[src/inc/cssp_pkg.sv]
// Purpose: Shared constants and carrier types for the servo and status pins.
// Assumes: One clock domain; all pin inputs are synchronous to clk.
// Notes:   Reset values mirror the pin states after system reset; processor reset forces all but clock, gain select and audio mute.
package cssp_pkg;

    // Subsystem clock division from the system clock.
    localparam int unsigned SUBCLK_DIV      = 128;
    localparam int unsigned SUBCLK_HALF     = SUBCLK_DIV / 2;
    localparam int unsigned SUBCLK_CNT_W    = $clog2(SUBCLK_HALF);

    // Output levels loaded by the system reset; the processor reset forces all but the clock, gain select and audio mute.
    localparam logic RST_SUBCLK        = 1'h0;
    localparam logic RST_RW_IND_N      = 1'h0;
    localparam logic RST_SYNC_MATCH    = 1'h0;
    localparam logic RST_CMD_STROBE    = 1'h0;
    localparam logic RST_CMD_DATA      = 1'h1;
    localparam logic RST_CMD_CLK_N     = 1'h1;
    localparam logic RST_SLED          = 1'h0;
    localparam logic RST_DRV_MUTE_N    = 1'h0;
    localparam logic RST_AUD_MUTE_N    = 1'h0;
    localparam logic RST_GAIN_SEL      = 1'h1;
    localparam logic RST_TRI_LEVEL     = 1'h0;
    localparam logic TRI_OE_OFF        = 1'h1;
    localparam logic TRI_OE_ON         = 1'h0;

    // Two-sided motor request for a three-state drive pin.
    typedef struct packed {
        logic accel;
        logic decel;
    } cssp_drive_req_type;

    // Track jump request with the direction of travel.
    typedef struct packed {
        logic accel;
        logic decel;
        logic outward;
    } cssp_jump_req_type;

    // Serial command port pins.
    typedef struct packed {
        logic writeStrobe;
        logic serialOut;
        logic shiftClockN;
    } cssp_cmd_type;

    // Sled feed pin pair.
    typedef struct packed {
        logic pos;
        logic neg;
    } cssp_sled_type;

endpackage

[src/rtl/cssp_clk_div.sv]
// Purpose: Divides the system clock down to the subsystem clock output.
// Assumes: Free running apart from the clock enable and the system reset.
// Notes:   The processor reset pin does not reach this divider.
module cssp_clk_div #(
    parameter int unsigned DIV = cssp_pkg::SUBCLK_DIV
) (
    // Clock and reset
    input  wire logic clk,
    input  wire logic sys_rst,
    input  wire logic ce,
    // Divided clock
    output logic      subClk
);

    localparam int unsigned HALF  = DIV / 2;
    localparam int unsigned CNT_W = (HALF > 1) ? $clog2(HALF) : 1;
    localparam logic [CNT_W-1:0] LAST = CNT_W'(HALF - 1);

    logic [CNT_W-1:0] count_q;
    logic             subClk_q;

    // Half-period counter; the output toggles on its wrap.
    always_ff @(posedge clk or posedge sys_rst) begin
        if (sys_rst) begin
            count_q <= '0;
        end else if (ce) begin
            if (count_q == LAST) begin
                count_q <= '0;
            end else begin
                count_q <= count_q + CNT_W'(1);
            end
        end
    end

    always_ff @(posedge clk or posedge sys_rst) begin
        if (sys_rst) begin
            subClk_q <= cssp_pkg::RST_SUBCLK;
        end else if (ce && count_q == LAST) begin
            subClk_q <= ~subClk_q;
        end
    end

    assign subClk = subClk_q;

    a_subclk_hold: assert property (
        @(posedge clk) disable iff (sys_rst)
        (ce && count_q != LAST) |=> $stable(subClk_q)
    ) else $error("Subsystem clock changed inside a half period.");

    a_subclk_toggle: assert property (
        @(posedge clk) disable iff (sys_rst)
        (ce && count_q == LAST) |=> (subClk_q != $past(subClk_q))
    ) else $error("Subsystem clock missed its toggle.");

endmodule

[src/rtl/cssp_top.sv]
// Purpose: Servo, status and command pins of the disc signal processor.
// Assumes: Pin inputs synchronous to clk; processor reset sampled on clk.
// Notes:   Processor reset takes effect at the first enabled edge.
module cssp_top #(
    parameter int unsigned SUBCLK_DIV = cssp_pkg::SUBCLK_DIV
) (
    // Clock and reset
    input  wire logic                         clk,
    input  wire logic                         sys_rst,
    input  wire logic                         ce,
    // Reset pins
    input  wire logic                         processorResetN,
    input  wire logic                         tunerResetN,
    // Disc and sync status
    input  wire logic                         discIsRw,
    input  wire logic                         syncDetected,
    input  wire logic                         syncInternal,
    // Servo requests
    input  wire cssp_pkg::cssp_drive_req_type spindleReq,
    input  wire cssp_pkg::cssp_jump_req_type  jumpReq,
    input  wire logic                         trackingOn,
    input  wire logic                         gainIncrease,
    input  wire cssp_pkg::cssp_sled_type      sledReq,
    // Command port and mutes
    input  wire cssp_pkg::cssp_cmd_type       cmdReq,
    input  wire logic                         driverMuteReq,
    input  wire logic                         audioMuteReq,
    // Clock and status pins
    output logic                              subsysClk,
    output logic                              rewritableDiscIndN,
    output logic                              frameSyncMatch,
    // Three-state servo pins
    output logic                              spindleDrive,
    output logic                              spindleDriveOeN,
    output logic                              trackJumpDrive,
    output logic                              trackJumpDriveOeN,
    output logic                              trackingDisable,
    output logic                              trackingDisableOeN,
    // Two-state servo pins
    output logic                              trackingGainSelect,
    output cssp_pkg::cssp_sled_type           sledFeed,
    // Command port and mutes
    output cssp_pkg::cssp_cmd_type            cmdOut,
    output logic                              driverMuteN,
    output logic                              audioMuteN
);

    logic                    procRst;
    logic                    jumpHigh;
    logic                    jumpLow;
    logic                    rwIndN_q;
    logic                    syncMatch_q;
    logic                    gainSel_q;
    cssp_pkg::cssp_sled_type sled_q;
    cssp_pkg::cssp_cmd_type  cmd_q;
    logic                    drvMuteN_q;
    logic                    audMuteN_q;

    // Outputs ignore the tuner reset; only the processor reset forces pins.
    assign procRst = ~processorResetN;

    // High accelerates outward or decelerates inward; low is the converse.
    assign jumpHigh = (jumpReq.accel & jumpReq.outward)
                    | (jumpReq.decel & ~jumpReq.outward);
    assign jumpLow  = (jumpReq.decel & jumpReq.outward)
                    | (jumpReq.accel & ~jumpReq.outward);

    // Subsystem clock keeps running through processor reset.
    cssp_clk_div #(
        .DIV (SUBCLK_DIV)
    ) uClkDiv (
        .clk     (clk),
        .sys_rst (sys_rst),
        .ce      (ce),
        .subClk  (subsysClk)
    );

    cssp_tri_out uSpindle (
        .clk       (clk),
        .sys_rst   (sys_rst),
        .ce        (ce),
        .off       (procRst),
        .driveHigh (spindleReq.accel),
        .driveLow  (spindleReq.decel),
        .level     (spindleDrive),
        .oeN       (spindleDriveOeN)
    );

    cssp_tri_out uJump (
        .clk       (clk),
        .sys_rst   (sys_rst),
        .ce        (ce),
        .off       (procRst),
        .driveHigh (jumpHigh),
        .driveLow  (jumpLow),
        .level     (trackJumpDrive),
        .oeN       (trackJumpDriveOeN)
    );

    cssp_tri_out uTrackOff (
        .clk       (clk),
        .sys_rst   (sys_rst),
        .ce        (ce),
        .off       (procRst),
        .driveHigh (~trackingOn),
        .driveLow  (trackingOn),
        .level     (trackingDisable),
        .oeN       (trackingDisableOeN)
    );

    // Disc type indicator.
    always_ff @(posedge clk or posedge sys_rst) begin
        if (sys_rst) begin
            rwIndN_q <= cssp_pkg::RST_RW_IND_N;
        end else if (ce) begin
            if (procRst) begin
                rwIndN_q <= cssp_pkg::RST_RW_IND_N;
            end else begin
                rwIndN_q <= ~discIsRw;
            end
        end
    end

    // Frame sync coincidence monitor.
    always_ff @(posedge clk or posedge sys_rst) begin
        if (sys_rst) begin
            syncMatch_q <= cssp_pkg::RST_SYNC_MATCH;
        end else if (ce) begin
            if (procRst) begin
                syncMatch_q <= cssp_pkg::RST_SYNC_MATCH;
            end else begin
                syncMatch_q <= syncDetected & syncInternal;
            end
        end
    end

    // Tracking gain select; system reset loads it high and the processor reset leaves it alone.
    always_ff @(posedge clk or posedge sys_rst) begin
        if (sys_rst) begin
            gainSel_q <= cssp_pkg::RST_GAIN_SEL;
        end else if (ce) begin
            gainSel_q <= ~gainIncrease;
        end
    end

    // Sled feed pair.
    always_ff @(posedge clk or posedge sys_rst) begin
        if (sys_rst) begin
            sled_q.pos <= cssp_pkg::RST_SLED;
            sled_q.neg <= cssp_pkg::RST_SLED;
        end else if (ce) begin
            if (procRst) begin
                sled_q.pos <= cssp_pkg::RST_SLED;
                sled_q.neg <= cssp_pkg::RST_SLED;
            end else begin
                sled_q <= sledReq;
            end
        end
    end

    // Serial command port.
    always_ff @(posedge clk or posedge sys_rst) begin
        if (sys_rst) begin
            cmd_q.writeStrobe <= cssp_pkg::RST_CMD_STROBE;
            cmd_q.serialOut   <= cssp_pkg::RST_CMD_DATA;
            cmd_q.shiftClockN <= cssp_pkg::RST_CMD_CLK_N;
        end else if (ce) begin
            if (procRst) begin
                cmd_q.writeStrobe <= cssp_pkg::RST_CMD_STROBE;
                cmd_q.serialOut   <= cssp_pkg::RST_CMD_DATA;
                cmd_q.shiftClockN <= cssp_pkg::RST_CMD_CLK_N;
            end else begin
                cmd_q <= cmdReq;
            end
        end
    end

    // Driver mute, active low.
    always_ff @(posedge clk or posedge sys_rst) begin
        if (sys_rst) begin
            drvMuteN_q <= cssp_pkg::RST_DRV_MUTE_N;
        end else if (ce) begin
            if (procRst) begin
                drvMuteN_q <= cssp_pkg::RST_DRV_MUTE_N;
            end else begin
                drvMuteN_q <= ~driverMuteReq;
            end
        end
    end

    // Audio mute, active low.
    always_ff @(posedge clk or posedge sys_rst) begin
        if (sys_rst) begin
            audMuteN_q <= cssp_pkg::RST_AUD_MUTE_N;
        end else if (ce) begin
            audMuteN_q <= ~audioMuteReq;
        end
    end

    assign rewritableDiscIndN = rwIndN_q;
    assign frameSyncMatch     = syncMatch_q;
    assign trackingGainSelect = gainSel_q;
    assign sledFeed           = sled_q;
    assign cmdOut             = cmd_q;
    assign driverMuteN        = drvMuteN_q;
    assign audioMuteN         = audMuteN_q;

    a_rw_indicator: assert property (
        @(posedge clk) disable iff (sys_rst)
        ce |=> (rewritableDiscIndN == ($past(processorResetN)
                                      & ~$past(discIsRw)))
    ) else $error("Rewritable indicator level wrong.");

    a_sync_match: assert property (
        @(posedge clk) disable iff (sys_rst)
        (ce && !(processorResetN && syncDetected && syncInternal))
        |=> !frameSyncMatch
    ) else $error("Sync match high without coinciding syncs.");

    a_sync_hit: assert property (
        @(posedge clk) disable iff (sys_rst)
        (ce && processorResetN && syncDetected && syncInternal)
        |=> frameSyncMatch
    ) else $error("Sync match missed a coincidence.");

    a_spindle_float: assert property (
        @(posedge clk) disable iff (sys_rst)
        (ce && (procRst || spindleReq.accel == spindleReq.decel))
        |=> spindleDriveOeN
    ) else $error("Spindle pin driven while it should float.");

    a_spindle_drive: assert property (
        @(posedge clk) disable iff (sys_rst)
        (ce && !procRst && spindleReq.accel != spindleReq.decel)
        |=> (!spindleDriveOeN && spindleDrive == $past(spindleReq.accel))
    ) else $error("Spindle pin level wrong.");

    a_jump_level: assert property (
        @(posedge clk) disable iff (sys_rst)
        (ce && !procRst && jumpReq.accel && !jumpReq.decel)
        |=> (!trackJumpDriveOeN
             && trackJumpDrive == $past(jumpReq.outward))
    ) else $error("Track jump level wrong for acceleration.");

    a_jump_decel: assert property (
        @(posedge clk) disable iff (sys_rst)
        (ce && !procRst && jumpReq.decel && !jumpReq.accel)
        |=> (!trackJumpDriveOeN
             && trackJumpDrive == !$past(jumpReq.outward))
    ) else $error("Track jump level wrong for deceleration.");

    a_jump_reset: assert property (
        @(posedge clk) disable iff (sys_rst)
        (ce && procRst) |=> trackJumpDriveOeN
    ) else $error("Track jump pin driven during reset.");

    a_track_off: assert property (
        @(posedge clk) disable iff (sys_rst)
        ce |=> (trackingDisableOeN == $past(procRst)
                && ($past(procRst)
                    || trackingDisable == !$past(trackingOn)))
    ) else $error("Tracking disable pin wrong.");

    a_gain_select: assert property (
        @(posedge clk) disable iff (sys_rst)
        (ce && gainIncrease) |=> !trackingGainSelect
    ) else $error("Gain select not low for gain increase.");

    a_gain_normal: assert property (
        @(posedge clk) disable iff (sys_rst)
        (ce && !gainIncrease) |=> trackingGainSelect
    ) else $error("Gain select low without a gain request.");

    a_cmd_reset: assert property (
        @(posedge clk) disable iff (sys_rst)
        (ce && procRst) |=> (!cmdOut.writeStrobe && cmdOut.serialOut
                             && cmdOut.shiftClockN)
    ) else $error("Command port not idle during reset.");

    a_sled_reset: assert property (
        @(posedge clk) disable iff (sys_rst)
        (ce && procRst) |=> (!sledFeed.pos && !sledFeed.neg)
    ) else $error("Sled outputs not low during reset.");

    a_driver_mute: assert property (
        @(posedge clk) disable iff (sys_rst)
        (ce && (procRst || driverMuteReq)) |=> !driverMuteN
    ) else $error("Driver not muted.");

    a_audio_mute: assert property (
        @(posedge clk) disable iff (sys_rst)
        (ce && audioMuteReq) |=> !audioMuteN
    ) else $error("Audio mute pin not low in mute mode.");

    a_freeze_state: assert property (
        @(posedge clk) disable iff (sys_rst)
        !ce |=> ($stable(cmdOut) && $stable(sledFeed)
                 && $stable(frameSyncMatch))
    ) else $error("Outputs changed while clock enable low.");

    a_tuner_ignored: assert property (
        @(posedge clk) disable iff (sys_rst)
        (ce && !tunerResetN && !procRst) |=> !trackingDisableOeN
    ) else $error("Tuner reset changed the tracking pin.");

endmodule

[src/rtl/cssp_tri_out.sv]
// Purpose: Registered three-state motor drive pin.
// Assumes: Requests are synchronous; off forces the pin to high impedance.
// Notes:   Both requests at once leave the pin floating.
module cssp_tri_out (
    // Clock and reset
    input  wire logic clk,
    input  wire logic sys_rst,
    input  wire logic ce,
    // Control
    input  wire logic off,
    input  wire logic driveHigh,
    input  wire logic driveLow,
    // Pin
    output logic      level,
    output logic      oeN
);

    logic level_q;
    logic oeN_q;

    // Drive high or low on a single request, float otherwise.
    always_ff @(posedge clk or posedge sys_rst) begin
        if (sys_rst) begin
            level_q <= cssp_pkg::RST_TRI_LEVEL;
            oeN_q   <= cssp_pkg::TRI_OE_OFF;
        end else if (ce) begin
            if (off || (driveHigh == driveLow)) begin
                level_q <= cssp_pkg::RST_TRI_LEVEL;
                oeN_q   <= cssp_pkg::TRI_OE_OFF;
            end else begin
                level_q <= driveHigh;
                oeN_q   <= cssp_pkg::TRI_OE_ON;
            end
        end
    end

    assign level = level_q;
    assign oeN   = oeN_q;

endmodule

[config.mk]
export PLATFORM = sky130hd
export DESIGN_NAME = cssp_top
export DESIGN_NICKNAME = d
export VERILOG_FILES = /design/src/inc/cssp_pkg.sv /design/src/rtl/cssp_clk_div.sv /design/src/rtl/cssp_top.sv /design/src/rtl/cssp_tri_out.sv
export SDC_FILE = /design/constraint.sdc
export NUM_CORES = 1
export LEC_CHECK = 0
export BUFFER_PORTS_ARGS = -buffer_cell sky130_fd_sc_hd__buf_2
export CAP_MARGIN = 10
export CORE_ASPECT_RATIO = 0.75
export CORE_MARGIN = 2
export CORE_UTILIZATION = 47
export DETAILED_ROUTE_END_ITERATION = 7
export PLACE_DENSITY_LB_ADDON = 0.12
export SLEW_MARGIN = 15
export SYNTH_ARGS = -nofsm -noshare
export SYNTH_HDL_FRONTEND = slang
export SYNTH_HIERARCHICAL = 1
export SYNTH_SLANG_ARGS = --single-unit
[constraint.sdc]
create_clock -name clk -period 1.6 [get_ports clk]
set_clock_uncertainty 0.1 [all_clocks]
set_input_delay 0.08 -clock clk [delete_from_list [all_inputs] [get_ports clk]]
set_output_delay 0.08 -clock clk [all_outputs]
set_load 0.005 [all_outputs]
==> flow_metrics.env, run 1 <==
export IMPL_vias_per_cell=4.74
export IMPL_cts_made_buffers=3
export IMPL_ir_drop_uv=629
export IMPL_clock_sinks=23
export IMPL_finalSetupViolations=0
export IMPL_root_buffer="clkbuf_4"
export IMPL_fin_crit_sh_pct=92.7
export IMPL_yosysSeqAreaShare_pct=55.5
export IMPL_hold_path_class="in -> reg"
export IMPL_final_setup_tns_ps=0
export IMPL_min_path_cells=3
export IMPL_via_count=844
export IMPL_finalHoldViolCount=0
export IMPL_dp_hpwl_um=1480
export IMPL_hold_path_startpoint="processorResetN"
export IMPL_finalPower_mw=1.43
export IMPL_max_cap_violations=0
export IMPL_critPathArrivalTime_ps=1620
export IMPL_synthFlopType="dfrtp_1"
export IMPL_grt_pass1_wl_um=3770
export IMPL_die_w_um=58.6
export IMPL_synth_top_area_share_pct=40.5
export IMPL_grt_max_degree=26
export IMPL_r2r_start="uClkDiv/count_q[0]$_DFFE_PP0P_"
export IMPL_worstReg2RegEnd="uClkDiv/subClk$_DFFE_PP0P_"
export IMPL_drc=2
export IMPL_drtAntennaViolNets=0
export IMPL_endpoint_kind="flip-flop"
export IMPL_fin_ws_ps=117
export IMPL_routedWlPerCell_um=12.6
export IMPL_clock_latency_ps=300
export IMPL_grt_setup_unrepaired="false"
export IMPL_rrSetupSlack_ps=180
export IMPL_async_reset_ff_share_pct=100
export IMPL_leakage_nw=0.740
export IMPL_die_area_um2=2630
export IMPL_synth_warnings=6
export IMPL_synthesis_nets=116
export IMPL_totalWireLength_um=2250
export IMPL_initial_core_util_pct=50.8
export IMPL_synth_seq_cells=23
export IMPL_critPathRequiredTime_ps=1740
export IMPL_finalCriticalPeriod_ps=1480
export IMPL_tightest_slew_ps=373
export IMPL_place_congestion=0.734
export IMPL_io_pins=39
export IMPL_fin_cells=178
export IMPL_multiInputGateArea_um2=378
export IMPL_synth_largest_area_cell="dfrtp_1"
export IMPL_cts_tree="done"
export IMPL_grt_pass1_vias=823
export IMPL_min_to="driverMuteN$_DFFE_PP0P_"
export IMPL_rr_worst_depth=4
export IMPL_die_h_um=45.0
export IMPL_htree_levels=1
export IMPL_critPathLaunchType="primary input"
export IMPL_violations="design-rule violations"
export IMPL_cts_buffer_depth=2
export IMPL_syn_avg_cell_area_um2=11.3
export IMPL_synthToLayoutAreaGrowth_pct=41.3
export IMPL_netlist_area_um2=1050
export IMPL_p_per_area_nw_per_um2=963
export IMPL_cts_setup_buffers=0
export IMPL_io_buffer_count=37
export IMPL_fillCellCount=161
export IMPL_status="complete, but fails checks"
export IMPL_max_freq_mhz=674
export IMPL_critPathMaxFanout=2
export IMPL_post_place_cells=153
export IMPL_antenna_found_initial=0
export IMPL_slew_headroom_pct=75.1
export IMPL_critPathKind="in -> reg"
export IMPL_core_area_um2=2070
export IMPL_synth_edf_count=0
export IMPL_grt_ovfl_total=0
export IMPL_yosysUniqueCellTypes=25
export IMPL_drtPass1Iterations=6
export IMPL_first_iter_violations=23
export IMPL_drv_slew=0
export IMPL_finalNetCount=178
export IMPL_yosys_top_cells_area="dfrtp_1, dfstp_2, mux2_2"
export IMPL_cts_resized=0
export IMPL_register_area_um2=583
export IMPL_cts_clk_slew_worst_paths_ps=120
export IMPL_whs_ps=45.0
export IMPL_drive_gt1_share_pct=39.0
export IMPL_num_rows=14
export IMPL_diodes=0
export IMPL_netlist_instances=93
export IMPL_pre_cts_slack_ps=198
export IMPL_grtUsageTotal_pct=20.1
## layout by cell type, fill, tap and decap left out, drive strengths merged, types with 2 or more instances in the layout
cell type,instances
buf,38
inv,17
nand4,2
mux2,6
xnor2,3
o22ai,3
dfrtp,17
o22a,2
clkbuf,3
nand2,5
o21ai,4
a21oi,2
a31oi,3
nor2,7
xor2,5
dfstp,6
dlygate4sd3,21
nand3,3
nor3b,3
## final cells by class
cell class	instances	area share, %
clock inverters	1	0.337
flip-flops and latches	23	39.3
multi-input cells	51	25.4
repair buffers	59	27.1
well taps	24	2.02
clock buffers	3	1.52
inverters	17	4.30
## worst max-delay path by stage
stage,start,end,slack [ps]
floorplan,uClkDiv/count_q[0]$_DFFE_PP0P_,uClkDiv/subClk$_DFFE_PP0P_,340
CTS,spindleReq[0],uSpindle/oeN$_DFFE_PP1P_,150
global route,uClkDiv/count_q[0]$_DFFE_PP0P_,uClkDiv/subClk$_DFFE_PP0P_,80
global placement,uClkDiv/count_q[0]$_DFFE_PP0P_,uClkDiv/subClk$_DFFE_PP0P_,260
detailed placement,uClkDiv/count_q[0]$_DFFE_PP0P_,uClkDiv/subClk$_DFFE_PP0P_,200
finish,spindleReq[0],uSpindle/oeN$_DFFE_PP1P_,120
## power breakdown
part / switching, mW / internal, mW / total [mW]
Combinational: 0.161 / 0.205 / 0.366
Sequential: 0.0940 / 0.710 / 0.804
Clock: 0.167 / 0.0933 / 0.261
## registers in the layout, indices dropped and copies added (netlist names)
| name | cells |
|---|---|
| sledFeed | 2 |
| trackingGainSelect | 1 |
| audioMuteN | 1 |
| uSpindle/level | 1 |
| uClkDiv/subClk | 1 |
| uJump/level | 1 |
| cmdOut | 3 |
| uClkDiv/count_q | 6 |
| uTrackOff/oeN | 1 |
| frameSyncMatch | 1 |
| uTrackOff/level | 1 |
| rewritableDiscIndN | 1 |
| uSpindle/oeN | 1 |
| driverMuteN | 1 |
| uJump/oeN | 1 |
## cell families (layout without fill, tap and decap cells)
family / after synthesis / count (layout) / synth area share [%]
AND/OR/NAND/NOR: 21 / 21 / 10.5
multiplexers: 7 / 7 / 7.38
AO/OA/AOI/OAI: 14 / 14 / 10.2
buffers and inverters: 19 / 80 / 8.57
flip-flops: 23 / 23 / 55.5
adder cells (fa/ha/maj): 1 / 1 / 1.19
XOR/XNOR: 8 / 8 / 6.67
## synth_stat cells, drive strengths merged (2+ instances only)
library cell  count
a21oi             2
a31oi             3
buf               2
dfrtp            17
dfstp             6
inv              17
mux2              6
nand2             5
nand3             3
nand4             2
nor2              7
nor3b             3
o21ai             4
o22a              2
o22ai             3
xnor2             3
xor2              5
## critical path, cell delays in order
cell and delay [ps]:
dlygate4sd3_1 540, buf_2 140, xor2_1 150, dlygate4sd3_1 550
a31oi_1 170
## metal layers
layer	share of wire [%]	global-route usage [%]	vias to the layer above
met5	0	0	-
met4	0.44	4.09	0
met3	6.5	6.59	2
met2	48	33.7	28
met1	45	26.0	388
li1	-	-	426
## stage by stage
| stage | util [%] | cell area [um^2] |
|---|---|---|
| 5_1_grt | 71.9 | 1490 |
| 3_5_place_dp | 60.4 | 1250 |
| 6_report | 71.9 | 1490 |
| 4_1_cts | 71.9 | 1490 |
| 2_1_floorplan | - | 1050 |
| 3_3_place_gp | 60.4 | 1250 |
## repair_timing
item / 4_1_cts / 5_1_grt
endpoints found under the hold margin: 36 / 0
endpoints found under the setup margin: 0 / 0
hold buffers: 21 / 0
Power figures use the tool's default switching activity.
==> run 2, diff against run 1 <==
--- a/config.mk
+++ b/config.mk
@@ -9,7 +9,7 @@
 export CAP_MARGIN = 10
 export CORE_ASPECT_RATIO = 0.75
 export CORE_MARGIN = 2
-export CORE_UTILIZATION = 47
+export CORE_UTILIZATION = 35
 export DETAILED_ROUTE_END_ITERATION = 7
 export PLACE_DENSITY_LB_ADDON = 0.12
 export SLEW_MARGIN = 15
==> flow_metrics.env, run 2 (synthesis results as in run 1) <==
export IMPL_finalNetCount=170
export IMPL_cts_clk_slew_worst_paths_ps=80
export IMPL_grtUsageTotal_pct=14.2
export IMPL_antenna_found_initial=0
export IMPL_critPathMaxFanout=4
export IMPL_drv_slew=0
export IMPL_finalCriticalPeriod_ps=1400
export IMPL_fin_crit_sh_pct=87.4
export IMPL_status="finished, final reports clean"
export IMPL_vias_per_cell=4.52
export IMPL_die_h_um=51.5
export IMPL_hold_path_class="in -> reg"
export IMPL_routedWlPerCell_um=11.7
export IMPL_critPathArrivalTime_ps=1490
export IMPL_clock_sinks=23
export IMPL_grt_ovfl_total=0
export IMPL_htree_levels=1
export IMPL_io_buffer_count=37
export IMPL_num_rows=17
export IMPL_dp_hpwl_um=1610
export IMPL_postCtsHoldBufs=12
export IMPL_final_common_cell="buf_2"
export IMPL_critPathRequiredTime_ps=1690
export IMPL_diodes=0
export IMPL_die_w_um=67.3
export IMPL_top_register="uClkDiv/count_q"
export IMPL_drtAntennaViolNets=0
export IMPL_final_setup_tns_ps=0
export IMPL_cts_made_buffers=3
export IMPL_cts_tree="done"
export IMPL_max_cap_violations=0
export IMPL_via_count=831
export IMPL_grt_max_degree=16
export IMPL_core_area_um2=2890
export IMPL_grt_setup_unrepaired="false"
export IMPL_finalPower_mw=1.51
export IMPL_drive_gt1_share_pct=41.8
export IMPL_initial_core_util_pct=36.3
export IMPL_grt_pass1_wl_um=3540
export IMPL_max_freq_mhz=715
export IMPL_ir_drop_uv=561
export IMPL_p_per_area_nw_per_um2=1050
export IMPL_root_buffer="clkbuf_8"
export IMPL_largest_register_ffs=6
export IMPL_io_pins=39
export IMPL_finalSetupViolations=0
export IMPL_finalHoldViolCount=0
export IMPL_whs_ps=32.6
export IMPL_cts_resized=0
export IMPL_clock_latency_ps=260
export IMPL_slew_headroom_pct=74.8
export IMPL_cts_buffer_depth=2
export IMPL_cts_setup_buffers=0
export IMPL_drc=0
export IMPL_final_cell_mix="buf_2, inv_1, dfrtp_1, dlygate4sd3_1, nor2_1"
export IMPL_die_area_um2=3460
export IMPL_critPathLaunchType="flip-flop"
export IMPL_first_iter_violations=16
export IMPL_leakage_nw=0.721
export IMPL_drtPass1Iterations=4
export IMPL_place_congestion=0.750
export IMPL_totalWireLength_um=2150
export IMPL_tightest_slew_ps=377
export IMPL_critPathKind="reg -> reg"
export IMPL_endpoint_kind="flip-flop"
export IMPL_synthToLayoutAreaGrowth_pct=36.9
export IMPL_grt_pass1_vias=847
run 2: cell types whose count changed in the layout (fill, tap and decap cells not counted), sizes merged:
cell,before,now
dlygate4sd3,21,12
buf,38,39
run 2: cell type report:
| cell class | count | area, um^2 |
|---|---|---|
| Clock inverter | 1 | 5.00 |
| Sequential cell | 23 | 583 |
| Timing Repair Buffer | 51 | 320 |
| Tap cell | 38 | 47.5 |
| Inverter | 17 | 63.8 |
| Multi-Input combinational cell | 51 | 378 |
| Fill cell | 289 | 1450 |
| Clock buffer | 3 | 41.3 |
run 2: power by group:
group,total (mW),switching (mW),internal (mW)
clock,0.353,0.180,0.174
sequential,0.807,0.0961,0.711
combinational,0.347,0.156,0.191
total,1.51,0.432,1.08
run 2: final timing paths:
check	startpoint	to	slack (ps)	cells after the start
min in group asynchronous	sys_rst	uTrackOff/level$_DFFE_PP0P_	140	3
max	uClkDiv/count_q[0]$_DFFE_PP0P_	uClkDiv/subClk$_DFFE_PP0P_	200	4
max in group asynchronous	sys_rst	trackingGainSelect$_DFFE_PP1P_	830	3
max reg2reg	uClkDiv/count_q[0]$_DFFE_PP0P_	uClkDiv/subClk$_DFFE_PP0P_	200	4
min reg2reg	uClkDiv/subClk$_DFFE_PP0P_	uClkDiv/subClk$_DFFE_PP0P_	370	1
min	processorResetN	cmdOut[2]$_DFFE_PP0P_	30	3
run 2: metrics by stage:
stage | instance area [um^2] | worst slack, ps | util, % | std cells
finish | 1440 | 202 | 49.7 | 184
global route | 1440 | 63.4 | 49.7 | 184
CTS | 1440 | 193 | 49.7 | 184
detailed placement | 1270 | 218 | 44.0 | 168
global placement | 1270 | 247 | 44.0 | 168
floorplan | 1050 | 342 | - | 93
run 2: worst max-delay path, cell delays in order (launching register included):
cell and delay, ps:
dfrtp_1 420, ha_1 190, nand4_1 140, nor2_1 310, xor2_1 180
run 2: per-layer routing:
metal | GRT usage, % | wire length (um) | up-vias
met2 | 27.1 | 1140 | 23
met4 | 2.04 | 0 | 0
met3 | 5.29 | 125 | 0
met5 | 0 | 0 | -
li1 | - | - | 410
met1 | 14.9 | 884 | 398
